<file path="src/hw/pcc_pkg.sv">
package pcc_pkg;

   // ==========================================================
   // Mode register bit positions
   localparam int MODE_IRQ_EN_BIT   = 0;
   localparam int MODE_PULSE_BIT    = 1;
   localparam int MODE_TOGGLE_BIT   = 2;
   localparam int MODE_MATCH_BIT    = 3;
   localparam int MODE_FALL_BIT     = 4;
   localparam int MODE_RISE_BIT     = 5;
   localparam int MODE_CMP_EN_BIT   = 6;
   localparam int MODE_WIDE_BIT     = 7;

   // ==========================================================
   // Shared configuration bit positions
   localparam int CFG_CLEN_LSB      = 0;
   localparam int CFG_MID_FLAG_BIT  = 4;
   localparam int CFG_MID_IRQ_BIT   = 5;
   localparam int CFG_RELOAD_BIT    = 7;

   // ==========================================================
   // Reset values, frequency zero step and synchroniser depth
   localparam logic [7:0]  MODE_RESET = 8'h00;
   localparam logic [15:0] VALUE_RESET = 16'h0000;
   localparam logic [7:0]  FREQ_ZERO_STEP = 8'h00;
   localparam int          SYNC_STAGES = 3;

   // ==========================================================
   // Register selector on the byte port
   typedef enum logic [1:0]
   {
      PCC_SEL_MODE  = 2'b00,
      PCC_SEL_LOW   = 2'b01,
      PCC_SEL_HIGH  = 2'b10,
      PCC_SEL_NONE  = 2'b11
   } pcc_sel_e;

   // Decoded operating mode
   typedef enum logic [2:0]
   {
      PCC_M_IDLE    = 3'b000,
      PCC_M_CAPTURE = 3'b001,
      PCC_M_TIMER   = 3'b010,
      PCC_M_TOGGLE  = 3'b011,
      PCC_M_FREQ    = 3'b100,
      PCC_M_PWM_N   = 3'b101,
      PCC_M_PWM_16  = 3'b110
   } pcc_mode_e;

   // Byte register access from the processor side
   typedef struct packed
   {
      logic       wr;
      logic       rd;
      pcc_sel_e   sel;
      logic [7:0] wdata;
   } pcc_acc_s;

   // Counter-side information shared by all channels
   typedef struct packed
   {
      logic [15:0] count;
      logic        tick;
      logic [1:0]  clen;
      logic        reload_sel;
   } pcc_cnt_s;

endpackage : pcc_pkg

</file>
<file path="src/hw/pcc_pin_sync.sv">
`timescale 1ns/1ps
`default_nettype none

// ==========================================================
// Three-stage pin synchroniser with agreement filter
module pcc_pin_sync
   import pcc_pkg::*;
(
   // Clock and reset
   input  wire logic mclk,
   input  wire logic rst,
   // Pin and filtered level
   input  wire logic pin_async,
   output logic      level
);

   logic [SYNC_STAGES-1:0] sync_r;
   logic                   level_r;

   // Shift chain; stage 0 feeds only stage 1
   always_ff @(posedge mclk)
   begin
      if (rst)
         sync_r <= '0;
      else
         sync_r <= {sync_r[SYNC_STAGES-2:0], pin_async};
   end

   // Level changes once stages two and three agree
   always_ff @(posedge mclk)
   begin
      if (rst)
         level_r <= 1'b0;
      else if (sync_r[1] == sync_r[2])
         level_r <= sync_r[2];
   end

   assign level = level_r;

endmodule : pcc_pin_sync

`default_nettype wire

</file>
<file path="src/hw/pcc_channel.sv">
`timescale 1ns/1ps
`default_nettype none

module pcc_channel
   import pcc_pkg::*;
(
   // Clock and reset
   input  wire logic     mclk,
   input  wire logic     rst,
   // Register access
   input  wire pcc_acc_s acc,
   output logic [7:0]    rdata,
   // Shared counter
   input  wire pcc_cnt_s cnt,
   // Flags
   input  wire logic     flag_clr,
   output logic          channel_event_flag,
   output logic          channel_irq,
   output logic          mid_overflow_flag,
   input  wire logic     mid_flag_clr,
   input  wire logic     mid_overflow_irq_enable,
   output logic          mid_irq,
   // Pin
   input  wire logic     channel_pin_in,
   output logic          channel_pin_out,
   output logic          channel_pin_oe_n,
   output logic          channel_pin_level
);

   // =======================================================
   // State
   logic [7:0]  mode_r;
   logic [15:0] value_r;
   logic [15:0] reload_r;
   logic        flag_r;
   logic        irq_r;
   logic        mid_r;
   logic        mid_irq_r;
   logic        pin_r;
   logic        oe_n_r;
   logic [7:0]  rdata_r;
   logic        lvl_r;
   logic        lvl_prev_r;
   logic        sync_level;
   pcc_mode_e   mode;

   // Synchronised pin
   pcc_pin_sync u_sync
   (
      .mclk      (mclk),
      .rst       (rst),
      .pin_async (channel_pin_in),
      .level     (sync_level)
   );

   // =======================================================
   // Mode decode
   function automatic pcc_mode_e decode_mode(input logic [7:0] m);
      pcc_mode_e d;
      d = PCC_M_IDLE;
      if (m[MODE_PULSE_BIT] | m[MODE_TOGGLE_BIT] | m[MODE_MATCH_BIT])
      begin
         if (m[MODE_RISE_BIT] | m[MODE_FALL_BIT])
            d = PCC_M_IDLE;
         else if (m[MODE_TOGGLE_BIT] & m[MODE_PULSE_BIT])
            d = PCC_M_FREQ;
         else if (m[MODE_TOGGLE_BIT] & m[MODE_MATCH_BIT])
            d = PCC_M_TOGGLE;
         else if (m[MODE_PULSE_BIT] & ~m[MODE_TOGGLE_BIT])
            d = m[MODE_WIDE_BIT] ? PCC_M_PWM_16 : PCC_M_PWM_N;
         else if (m[MODE_MATCH_BIT] & ~m[MODE_TOGGLE_BIT])
            d = PCC_M_TIMER;
      end
      else if (m[MODE_RISE_BIT] | m[MODE_FALL_BIT])
         d = PCC_M_CAPTURE;
      return d;
   endfunction : decode_mode

   // Mask of active low bits for the shared cycle length
   function automatic logic [15:0] len_mask(input logic [1:0] c);
      return (16'h0001 << (5'd8 + {3'b000, c})) - 16'h0001;
   endfunction : len_mask

   assign mode = decode_mode(mode_r);

   // =======================================================
   // Comparison and overflow
   logic [15:0] mask;
   logic        cmp_on;
   logic        eq16;
   logic        eq_n;
   logic        eq_lo;
   logic        ovf_n;
   logic        ovf16;
   logic        rise_e;
   logic        fall_e;
   logic        cap_hit;
   logic        match_hit;
   logic        set_flag;
   logic [15:0] next_cnt;

   assign mask     = len_mask(cnt.clen);
   assign next_cnt = cnt.count + 16'h0001;
   assign cmp_on   = mode_r[MODE_CMP_EN_BIT];
   assign eq16     = cnt.tick & (cnt.count == value_r);
   assign eq_n     = cnt.tick & ((cnt.count & mask) == (value_r & mask));
   assign eq_lo    = cnt.tick & (cnt.count[7:0] == value_r[7:0]);
   assign ovf_n    = cnt.tick & ((next_cnt & mask) == 16'h0000);
   assign ovf16    = cnt.tick & (cnt.count == 16'hFFFF);
   assign rise_e   = lvl_r & ~lvl_prev_r;
   assign fall_e   = ~lvl_r & lvl_prev_r;
   assign cap_hit  = (mode == PCC_M_CAPTURE)
                   & ((rise_e & mode_r[MODE_RISE_BIT])
                   | (fall_e & mode_r[MODE_FALL_BIT]));

   // Match event per mode, comparator gated by compare enable
   always_comb
   begin
      match_hit = 1'b0;
      unique case (mode)
         PCC_M_TIMER,
         PCC_M_TOGGLE,
         PCC_M_PWM_16: match_hit = cmp_on & eq16;
         PCC_M_PWM_N:  match_hit = cmp_on & eq_n;
         PCC_M_FREQ:   match_hit = cmp_on & eq16;
         PCC_M_IDLE,
         PCC_M_CAPTURE: match_hit = 1'b0;
      endcase
   end

   assign set_flag = cap_hit
                   | (match_hit & mode_r[MODE_MATCH_BIT]);

   // =======================================================
   // Edge detector state
   always_ff @(posedge mclk)
   begin
      if (rst)
      begin
         lvl_r      <= 1'b0;
         lvl_prev_r <= 1'b0;
      end
      else
      begin
         lvl_r      <= sync_level;
         lvl_prev_r <= lvl_r;
      end
   end

   // =======================================================
   // Mode register, with compare-enable side effects
   always_ff @(posedge mclk)
   begin
      if (rst)
         mode_r <= MODE_RESET;
      else if (acc.wr & (acc.sel == PCC_SEL_MODE))
         mode_r <= acc.wdata;
      else if (acc.wr & ~cnt.reload_sel & (acc.sel == PCC_SEL_LOW))
         mode_r[MODE_CMP_EN_BIT] <= 1'b0;
      else if (acc.wr & ~cnt.reload_sel & (acc.sel == PCC_SEL_HIGH))
         mode_r[MODE_CMP_EN_BIT] <= 1'b1;
   end

   // =======================================================
   // Capture/compare value and auto-reload value
   always_ff @(posedge mclk)
   begin
      if (rst)
         value_r <= VALUE_RESET;
      else if (cap_hit)
         value_r <= cnt.count;
      else if (acc.wr & ~cnt.reload_sel & (acc.sel == PCC_SEL_LOW))
         value_r[7:0] <= acc.wdata;
      else if (acc.wr & ~cnt.reload_sel & (acc.sel == PCC_SEL_HIGH))
         value_r[15:8] <= acc.wdata;
      else if ((mode == PCC_M_FREQ) & cmp_on & eq_lo)
         value_r[7:0] <= value_r[7:0] + value_r[15:8];
      else if ((mode == PCC_M_PWM_N) & ovf_n)
         value_r <= (cnt.clen == 2'b00)
                  ? {value_r[15:8], value_r[15:8]} : reload_r;
   end

   always_ff @(posedge mclk)
   begin
      if (rst)
         reload_r <= VALUE_RESET;
      else if (acc.wr & cnt.reload_sel & (acc.sel == PCC_SEL_LOW))
         reload_r[7:0] <= acc.wdata;
      else if (acc.wr & cnt.reload_sel & (acc.sel == PCC_SEL_HIGH))
         reload_r[15:8] <= acc.wdata;
   end

   // =======================================================
   // Read data
   always_ff @(posedge mclk)
   begin
      if (rst)
         rdata_r <= 8'h00;
      else if (acc.rd)
      begin
         unique case (acc.sel)
            PCC_SEL_MODE: rdata_r <= mode_r;
            PCC_SEL_LOW:  rdata_r <= cnt.reload_sel ? reload_r[7:0]
                                                    : value_r[7:0];
            PCC_SEL_HIGH: rdata_r <= cnt.reload_sel ? reload_r[15:8]
                                                    : value_r[15:8];
            PCC_SEL_NONE: rdata_r <= 8'h00;
         endcase
      end
   end

   // =======================================================
   // Channel flag and interrupt; set wins over clear
   always_ff @(posedge mclk)
   begin
      if (rst)
         flag_r <= 1'b0;
      else if (set_flag)
         flag_r <= 1'b1;
      else if (flag_clr)
         flag_r <= 1'b0;
   end

   always_ff @(posedge mclk)
   begin
      if (rst)
         irq_r <= 1'b0;
      else
         irq_r <= (flag_r | set_flag) & ~(flag_clr & ~set_flag)
                & mode_r[MODE_IRQ_EN_BIT];
   end

   // Mid overflow flag and its interrupt
   always_ff @(posedge mclk)
   begin
      if (rst)
         mid_r <= 1'b0;
      else if (ovf_n)
         mid_r <= 1'b1;
      else if (mid_flag_clr)
         mid_r <= 1'b0;
   end

   always_ff @(posedge mclk)
   begin
      if (rst)
         mid_irq_r <= 1'b0;
      else
         mid_irq_r <= (mid_r | ovf_n) & ~(mid_flag_clr & ~ovf_n)
                    & mid_overflow_irq_enable;
   end

   // =======================================================
   // Pin output drive
   always_ff @(posedge mclk)
   begin
      if (rst)
         pin_r <= 1'b0;
      else
      begin
         unique case (mode)
            PCC_M_TOGGLE,
            PCC_M_FREQ:
               if (mode == PCC_M_FREQ ? (cmp_on & eq_lo) : match_hit)
                  pin_r <= ~pin_r;
            PCC_M_PWM_N:
               if (~cmp_on)
                  pin_r <= 1'b0;
               else if (ovf_n)
                  pin_r <= 1'b0;
               else if (match_hit)
                  pin_r <= 1'b1;
            PCC_M_PWM_16:
               if (~cmp_on | ovf16)
                  pin_r <= 1'b0;
               else if (match_hit)
                  pin_r <= 1'b1;
            PCC_M_IDLE, PCC_M_TIMER,
            PCC_M_CAPTURE:
               pin_r <= pin_r;
         endcase
      end
   end

   always_ff @(posedge mclk)
   begin
      if (rst)
         oe_n_r <= 1'b1;
      else
         oe_n_r <= ~((mode == PCC_M_TOGGLE) | (mode == PCC_M_FREQ)
                   | (mode == PCC_M_PWM_N) | (mode == PCC_M_PWM_16));
   end

   // =======================================================
   // Outputs
   assign rdata              = rdata_r;
   assign channel_event_flag = flag_r;
   assign channel_irq        = irq_r;
   assign mid_overflow_flag  = mid_r;
   assign mid_irq            = mid_irq_r;
   assign channel_pin_out    = pin_r;
   assign channel_pin_oe_n   = oe_n_r;
   assign channel_pin_level  = lvl_r;

   // =======================================================
   // Checks
   AST_CAPTURE_FLAG: assert property (@(posedge mclk) disable iff (rst)
      cap_hit |=> flag_r) else $error("capture did not set flag");
   AST_CAPTURE_VAL: assert property (@(posedge mclk) disable iff (rst)
      cap_hit |=> value_r == $past(cnt.count))
      else $error("capture value wrong");
   AST_LOW_CLEARS: assert property (@(posedge mclk) disable iff (rst)
      acc.wr & ~cnt.reload_sel & acc.sel == PCC_SEL_LOW
      |=> ~mode_r[MODE_CMP_EN_BIT]) else $error("low write kept cmp");
   AST_HIGH_SETS: assert property (@(posedge mclk) disable iff (rst)
      acc.wr & ~cnt.reload_sel & acc.sel == PCC_SEL_HIGH
      |=> mode_r[MODE_CMP_EN_BIT]) else $error("high write no cmp");
   AST_FLAG_STICKY: assert property (@(posedge mclk) disable iff (rst)
      flag_r & ~flag_clr |=> flag_r) else $error("flag lost");
   AST_IRQ: assert property (@(posedge mclk) disable iff (rst)
      ##1 irq_r == (flag_r & $past(mode_r[MODE_IRQ_EN_BIT])))
      else $error("irq mismatch");
   AST_TIMER: assert property (@(posedge mclk) disable iff (rst)
      mode == PCC_M_TIMER & cmp_on & eq16 |=> flag_r)
      else $error("timer match missed");
   AST_PWM_OFF: assert property (@(posedge mclk) disable iff (rst)
      (mode == PCC_M_PWM_N | mode == PCC_M_PWM_16) & ~cmp_on |=> ~pin_r)
      else $error("pwm not zero");
   AST_TOGGLE: assert property (@(posedge mclk) disable iff (rst)
      mode == PCC_M_TOGGLE & match_hit |=> pin_r != $past(pin_r))
      else $error("no toggle");
   AST_MID: assert property (@(posedge mclk) disable iff (rst)
      ovf_n |=> mid_r) else $error("mid flag missed");

   CV_CAPTURE: cover property (@(posedge mclk) disable iff (rst) cap_hit);
   CV_TIMER: cover property (@(posedge mclk) disable iff (rst)
      mode == PCC_M_TIMER & match_hit);
   CV_PWM: cover property (@(posedge mclk) disable iff (rst)
      mode == PCC_M_PWM_N & match_hit);

endmodule : pcc_channel

`default_nettype wire

</file>
<file path="config.mk">
export PLATFORM = sky130hd
export DESIGN_NAME = pcc_channel
export DESIGN_NICKNAME = d
export VERILOG_FILES = /design/src/hw/pcc_pkg.sv /design/src/hw/pcc_pin_sync.sv /design/src/hw/pcc_channel.sv
export SDC_FILE = /design/constraint.sdc
export NUM_CORES = 1
export LEC_CHECK = 0
export BUFFER_PORTS_ARGS = -buffer_cell sky130_fd_sc_hd__clkbuf_2
export CORE_MARGIN = 3
export CORE_UTILIZATION = 25
export DETAILED_ROUTE_END_ITERATION = 8
export GPL_TIMING_DRIVEN = 0
export SLEW_MARGIN = 10
export SYNTH_ARGS = -nofsm -noshare
export SYNTH_HDL_FRONTEND = slang
export SYNTH_SLANG_ARGS = --single-unit
</file>
<file path="constraint.sdc">
create_clock -name mclk -period 2.9 [get_ports mclk]
set_input_delay 0.145 -clock mclk [delete_from_list [all_inputs] [get_ports mclk]]
set_output_delay 0.145 -clock mclk [all_outputs]
set_load 0.1 [all_outputs]
</file>
==> results.md, run 1 <==
* Status: completed
* Longest Clk Path Bufs at 2
* Global-route wire length before repair at 20100 um
* Mux contribution to synthesized area at 8.43%
* Critical Path Sink Type: flip-flop
* #FFs+latches synth at 60
* FMAX at 388 MHz
* Syn nets at 507
* Most used standard cell by instance count after synthesis: dfxtp_1
* Count of final max-slew check failures at 0
* Root buf cell: clkbuf_16
* Worst EP arrival at 2780 ps
* Rel. slew slack at 53.0%
* GRT busiest layer: met2
* Post-layout minimum cycle time at 2580 ps
* Count of cell types in the netlist at 63
* Kind of critical path: input port to flip-flop
* Synth Area in Compound Gates at 24.1%
* FF-to-FF End: value_r[6]$_SDFFE_PP0P_
* Die ar. at 16700 um2
* Max Cap Viol at 0
* Tot Pwr at 2.23 mW
* Leak at 1.77 nW
* Cells after Synth at 460
* Final setup skew at 4.66 ps
* CORE AREA at 14700 um2
* PD cells at 488 nW/um2
* Port bufs at 49
* Final hold slack at 10.9 ps
* CP Launch Type: input port
* Largest net degree at the start of global routing at 12
* Tot GR Track Use at 15.8%
* Final nets at 566
* Mapped cell area at 3800 um2
* Worst setup endpoint: value_r[11]$_SDFFE_PP0P_
* Initial Utilization at 25.8%
* Number of vias per cell at 5.32
* Die width at 129 um
* Post-synthesis xor/xnor area fraction at 5.54%
* Clock transition at the registers of the reported paths at 50 ps
* Multi-input gate area at 2450 um2
* WL/cell at 18.4 um
* Worst-Skew Late Latency at 330 ps
* Antenna violations before repair at 0
* Die height at 129 um
* Final count of hold timing violations at 0
* Synth-to-Final Area Change at 20.5%
* Critical Path RT at 3100 ps
* Synth Area in Adders at 3.16%
* Synth Area in Simple Gates at 23.1%
* Main combinational cell family by area after synthesis: compound AO/OA/AOI/OAI gates
* Ys Warns at 0
* Synth area leaders: dfxtp_1 32%, a21oi_1 6.9%, mux2i_1 6.6%
* Vias in the first global route at 3695
* Finish-stage setup viols at 0
* Vias at 3768
* CTS tree: built
* Tcrit/Tclk final at 88.9%
* Worst reg-to-reg setup slack at 410 ps
* Synth async-reset ratio at 0%
* Clk sink count at 60
* RePlAce Congestion at 0.929
* Measured slew at the worst slew-check pin at 706 ps
* Setup crit start: cnt[2]
* Antenna viol nets, final at 0
* RSZ-0062 raised after global routing: false
* Post-synth top flop: dfxtp_1
* Total CTS buffers at 9
* Post-synth EDFFs at 0
* Grt met1 use at 21.8%
* Most instantiated cells after synthesis: 60 x dfxtp_1, 52 x a21oi_1, 52 x nand2_1, 25 x mux2i_1, 25 x nor2_1
* Global-route met2 utilization at 23.8%
* Initial DRC Count at 326
* HP Class: input port to flip-flop
* Met3 GRT Util at 3.34%
* DRT Pass-1 Iters at 5
* Total Wirelength at 13000 um
* DRC at 0
* Worst R2R Start: value_r[8]$_SDFFE_PP0P_
* Layout cell share with drive strength beyond 1 at 18.7%
* FF-to-FF path depth at 10
* VDD IR-drop max at 0.243 mV
* FF/Latch Area at 1200 um2
* Total grt overflow at 0
* H-tree levels at 3
* Crit-path max FO at 13
* Syn avg cell area at 8.26 um2
* Row cnt at 44
* Post-synth top area cell: dfxtp_1
* Antenna diode count at 0
* Hpwl dp at 10000 um
* Fill cells at 1524
* Post-synthesis sequential area ratio at 31.6%
* Synth top area share at 31.6%
* Ports at 53
## state kept, by name, indices dropped and copies added (netlist names)
name / cells
mid_irq: 1
channel_pin_oe_n: 1
mid_overflow_flag: 1
channel_irq: 1
lvl_prev_r: 1
channel_event_flag: 1
channel_pin_out: 1
mode_r: 8
rdata: 8
u_sync.level: 1
value_r: 16
channel_pin_level: 1
u_sync.sync_r: 3
reload_r: 16
## final cells by class
cell class | instances | area share, %
buffer | 24 | 2.46
clock buffer | 10 | 5.22
clock inverter | 6 | 1.34
inverter | 11 | 0.902
multi-input combinational | 364 | 53.4
sequential | 60 | 26.2
tap | 184 | 5.03
timing repair buffer | 49 | 5.36
## worst min-delay path by stage
stage	cells after the start	startpoint	slack (ps)	to
after floorplan	2	rst	260	channel_pin_oe_n$_SDFF_PP1_
after global placement	2	mid_overflow_irq_enable	350	mid_irq$_SDFF_PP0_
after detailed placement	2	mid_overflow_irq_enable	350	mid_irq$_SDFF_PP0_
after CTS	2	mid_overflow_irq_enable	10	mid_irq$_SDFF_PP0_
after global routing	2	mid_overflow_irq_enable	40	mid_irq$_SDFF_PP0_
final	2	mid_overflow_irq_enable	10	mid_irq$_SDFF_PP0_
## cells in the final DEF (no fill, tap or decap), drive strengths merged, types with 3 or more instances in the layout
| cell type | netlist | routed |
|---|---|---|
| clkbuf | 16 | 74 |
| dfxtp | 60 | 60 |
| a21oi | 54 | 54 |
| nand2 | 52 | 52 |
| nor2 | 29 | 29 |
| o21ai | 29 | 29 |
| mux2i | 26 | 26 |
| a211oi | 16 | 16 |
| and3 | 14 | 14 |
| nand2b | 12 | 12 |
| xor2 | 12 | 12 |
| xnor2 | 12 | 12 |
| inv | 11 | 12 |
| nand3 | 11 | 11 |
| a22oi | 9 | 9 |
| buf | 9 | 9 |
| ha | 8 | 8 |
| nand4 | 8 | 8 |
| nor2b | 7 | 7 |
| nor3 | 5 | 5 |
| and2 | 5 | 5 |
| mux2 | 5 | 5 |
| o2111ai | 5 | 5 |
| nand3b | 3 | 3 |
| a31o | 3 | 3 |
| clkinv | 0 | 3 |
| a2111oi | 3 | 3 |
| a21o | 3 | 3 |
| nor4 | 3 | 3 |
## per-stage QoR
step | setup TNS [ps] | cells | cell area [um2] | setup WS (ps) | util [%]
6_report | 0 | 708 | 4580 | 322 | 31.1
3_3_place_gp | -921 | 693 | 4270 | -84.7 | 29.1
3_5_place_dp | -2620 | 693 | 4270 | -223 | 29.1
4_1_cts | 0 | 709 | 4570 | 115 | 31.1
2_1_floorplan | 0 | 460 | 3800 | 517 | -
5_1_grt | 0 | 708 | 4580 | 93.3 | 31.1
## cell families (layout without fill, tap and decap cells)
| family | count (synthesis) | in the layout |
|---|---|---|
| AND/OR/NAND/NOR | 163 | 163 |
| AO/OA/AOI/OAI | 137 | 137 |
| flip-flops | 60 | 60 |
| buffers and inverters | 36 | 100 |
| multiplexers | 31 | 31 |
| XOR/XNOR | 24 | 24 |
| adder cells (fa/ha/maj) | 9 | 9 |
## worst max-delay path: stages
cell and delay, ps:
clkbuf_2 120, nor2_1 160, buf_4 260, inv_1 260
ha_1 360, inv_1 50, a2bb2oi_1 180, o2111ai_2 230
a2111oi_4 480, a2111oi_4 180, a22oi_1 240, o21ai_1 100
## repair_timing
action / 4_1_cts / 5_1_grt
hold buffers: 0 / 0
setup endpoints to repair: 0 / 16
resized for setup: 0 / 3
setup buffers: 0 / 0
## where the power goes
| group | leakage (nW) | switching [mW] | internal (mW) |
|---|---|---|---|
| clock | 0.149 | 0.390 | 0.686 |
| sequential | 0.487 | 0.0210 | 0.846 |
| combinational | 1.13 | 0.202 | 0.0910 |
## layer usage
layer	vias to the layer above	part of all wire [%]
met1	1788	45
met5	-	0
met3	24	7.9
li1	1790	-
met4	0	2.8
met2	166	44
No activity file was read; power rests on OpenSTA's default activity.
==> run 2: changes to the inputs <==
--- a/config.mk
+++ b/config.mk
@@ -5,7 +5,7 @@
 export SDC_FILE = /design/constraint.sdc
 export NUM_CORES = 1
 export LEC_CHECK = 0
-export BUFFER_PORTS_ARGS = -buffer_cell sky130_fd_sc_hd__clkbuf_2
+export BUFFER_PORTS_ARGS = -buffer_cell sky130_fd_sc_hd__buf_4
 export CORE_MARGIN = 3
 export CORE_UTILIZATION = 25
 export DETAILED_ROUTE_END_ITERATION = 8
==> run 2 against run 1 <==
Against the previous run: largest cell class unchanged; sequential share of layout area decreased by 0.68 points; die area unchanged; routed wire length fell by 0.21%; worst setup slack lost 59 ps; critical path depth increased by 1; combinational power up 5%; maximum frequency shrank 2.2%; cell count is the same; register-to-register slack worse by 40 ps; first-iteration DRC count down 19%; final area increased by 2.7%; hold slack improved by 8.2 ps.
==> results.md, run 2 (synthesized netlist as in run 1, its figures left out) <==
* Final nets at 567 (+0.18%)
* Post-Layout Cell Count at 708 (unchanged)
* Measured slew at the worst slew-check pin at 670 ps (-36.0 ps)
* Finish-stage setup viols at 0 (unchanged)
* Total grt overflow at 0 (unchanged)
* Post-CTS Setup Inserts at 0 (unchanged)
* Post-layout minimum cycle time at 2640 ps (+58.7 ps)
* Slowest CP cell: a2111oi_4
* Initial DRC Count at 263 (-19%)
* Max Cap Viol at 0 (unchanged)
* Tot Pwr at 2.26 mW (+1.0%)
* Largest net degree at the start of global routing at 11 (-1)
* Delay-heaviest family, CP: compound AO/OA/AOI/OAI gates
* WL/cell at 18.3 um (-0.21%)
* Count of final max-slew check failures at 0 (unchanged)
* Die height at 129 um (unchanged)
* Layout cell share with drive strength beyond 1 at 18.3% (-0.38 points)
* Crit-path max FO at 10 (-3)
* Ports at 53 (unchanged)
* Tcrit/Tclk final at 90.9% (+2.0 points)
* Largest regs: reload_r x16, value_r x16
* Vias at 3763 (-0.13%)
* Most frequent cells in the layout: 60 x dfxtp_1, 52 x a21oi_1, 52 x nand2_1
* Total CTS buffers at 9 (unchanged)
* Leak at 1.81 nW (+2.1%)
* Port bufs at 49 (unchanged)
* Status: completed
* Synth-to-Final Area Change at 23.8%
* Clock transition at the registers of the reported paths at 50 ps (about the same)
* Longest Clk Path Bufs at 2 (unchanged)
* Global-route wire length before repair at 20000 um (-0.65%)
* Tot GR Track Use at 15.6% (-0.25 points)
* Antenna violations before repair at 0 (unchanged)
* Commonest non-fill, non-tap cell in the layout: dfxtp_1
* Worst-Skew Late Latency at 330 ps (about the same)
* CP Launch Type: input port
* Vias in the first global route at 3594 (-2.7%)
* Row cnt at 44 (unchanged)
* Initial Utilization at 25.8% (unchanged)
* Die width at 129 um (unchanged)
* Die ar. at 16700 um2 (unchanged)
* DRC at 0 (unchanged)
* RSZ-0062 raised after global routing: false
* Number of vias per cell at 5.31 (-0.13%)
* Inst Count DP at 693 (unchanged)
* Critical Path RT at 3100 ps (about the same)
* CP bufs+invs at 5 (+1)
* Critical Path Sink Type: flip-flop
* Hpwl dp at 10100 um (+0.59%)
* Antenna diode count at 0 (unchanged)
* CP max stage delay at 470 ps (about the same)
* VDD IR-drop max at 0.264 mV (+8.8%)
* FMAX at 379 MHz (-2.2%)
* H-tree levels at 3 (unchanged)
* CORE AREA at 14700 um2 (unchanged)
* RePlAce Congestion at 0.919 (-1.0%)
* DRT Pass-1 Iters at 7 (+2)
* Crit-path cells: buf_4, nor2_1, clkbuf_4, inv_1, clkbuf_1, ha_1, inv_1, a2bb2oi_1, o2111ai_2, a2111oi_4, a2111oi_4, a22oi_1, o21ai_1
* Clk sink count at 60 (unchanged)
* Final hold slack at 19.1 ps (+8.16 ps)
* PD cells at 480 nW/um2 (-1.6%)
* Total Wirelength at 13000 um (-0.21%)
* Rel. slew slack at 55.4% (+2.4 points)
* Root buf cell: clkbuf_16
* Kind of critical path: input port to flip-flop
* CTS tree: built
* Worst EP arrival at 2840 ps (+60 ps)
* Antenna viol nets, final at 0 (unchanged)
* HP Class: input port to flip-flop
* Final setup skew at 8.18 ps (+3.52 ps)
* Final count of hold timing violations at 0 (unchanged)
run 2: where the power goes:
group / leakage, nW / internal [mW] / switching [mW]
Combinational: 1.17 / 0.109 / 0.199
Sequential: 0.487 / 0.846 / 0.0213
Clock: 0.151 / 0.705 / 0.378
run 2: area by class of cell:
cell class	instances	area, um2
sequential	60	1200
tap	184	230
timing repair buffer	49	368
clock inverter	4	48.8
multi-input combinational	364	2440
inverter	11	41.3
buffer	25	116
clock buffer	11	253
fill	1550	10000
run 2: worst paths after layout:
| path | start | endpoint | slack [ps] | cells after the start |
|---|---|---|---|---|
| worst max-delay path | cnt[2] | value_r[13]$_SDFFE_PP0P_ | 260 | 13 |
| worst min-delay path | mid_overflow_irq_enable | mid_irq$_SDFF_PP0_ | 20 | 2 |
| worst min register to register | u_sync.sync_r[0]$_SDFF_PP0_ | u_sync.sync_r[1]$_SDFF_PP0_ | 450 | 1 |
| worst max register to register | value_r[8]$_SDFFE_PP0P_ | value_r[6]$_SDFFE_PP0P_ | 370 | 10 |
run 2: metal layers:
| layer | up-vias | global-route usage [%] | wire [um] | share of wire (%) |
|---|---|---|---|---|
| met5 | - | 0 | 0 | 0 |
| met4 | 0 | 5.13 | 331 | 2.6 |
| met3 | 22 | 3.05 | 949 | 7.3 |
| met2 | 164 | 23.8 | 5730 | 44 |
| met1 | 1786 | 22.0 | 5960 | 46 |
| li1 | 1791 | - | - | - |
run 2: metrics by stage:
step / cell area (um2) / utilization [%] / setup TNS (ps) / worst slack [ps]
floorplan: 3800 / - / 0 / 517
global placement: 4400 / 29.9 / -633 / -73.4
detailed placement: 4400 / 29.9 / -1460 / -154
CTS: 4700 / 32.0 / 0 / 194
global route: 4700 / 32.0 / 0 / 28.2
finish: 4700 / 32.0 / 0 / 264
run 2: repair_timing:
item                                    CTS  global route
gates resized for setup                   0             1
endpoints found under the setup margin    0             2
hold buffers                              0             0
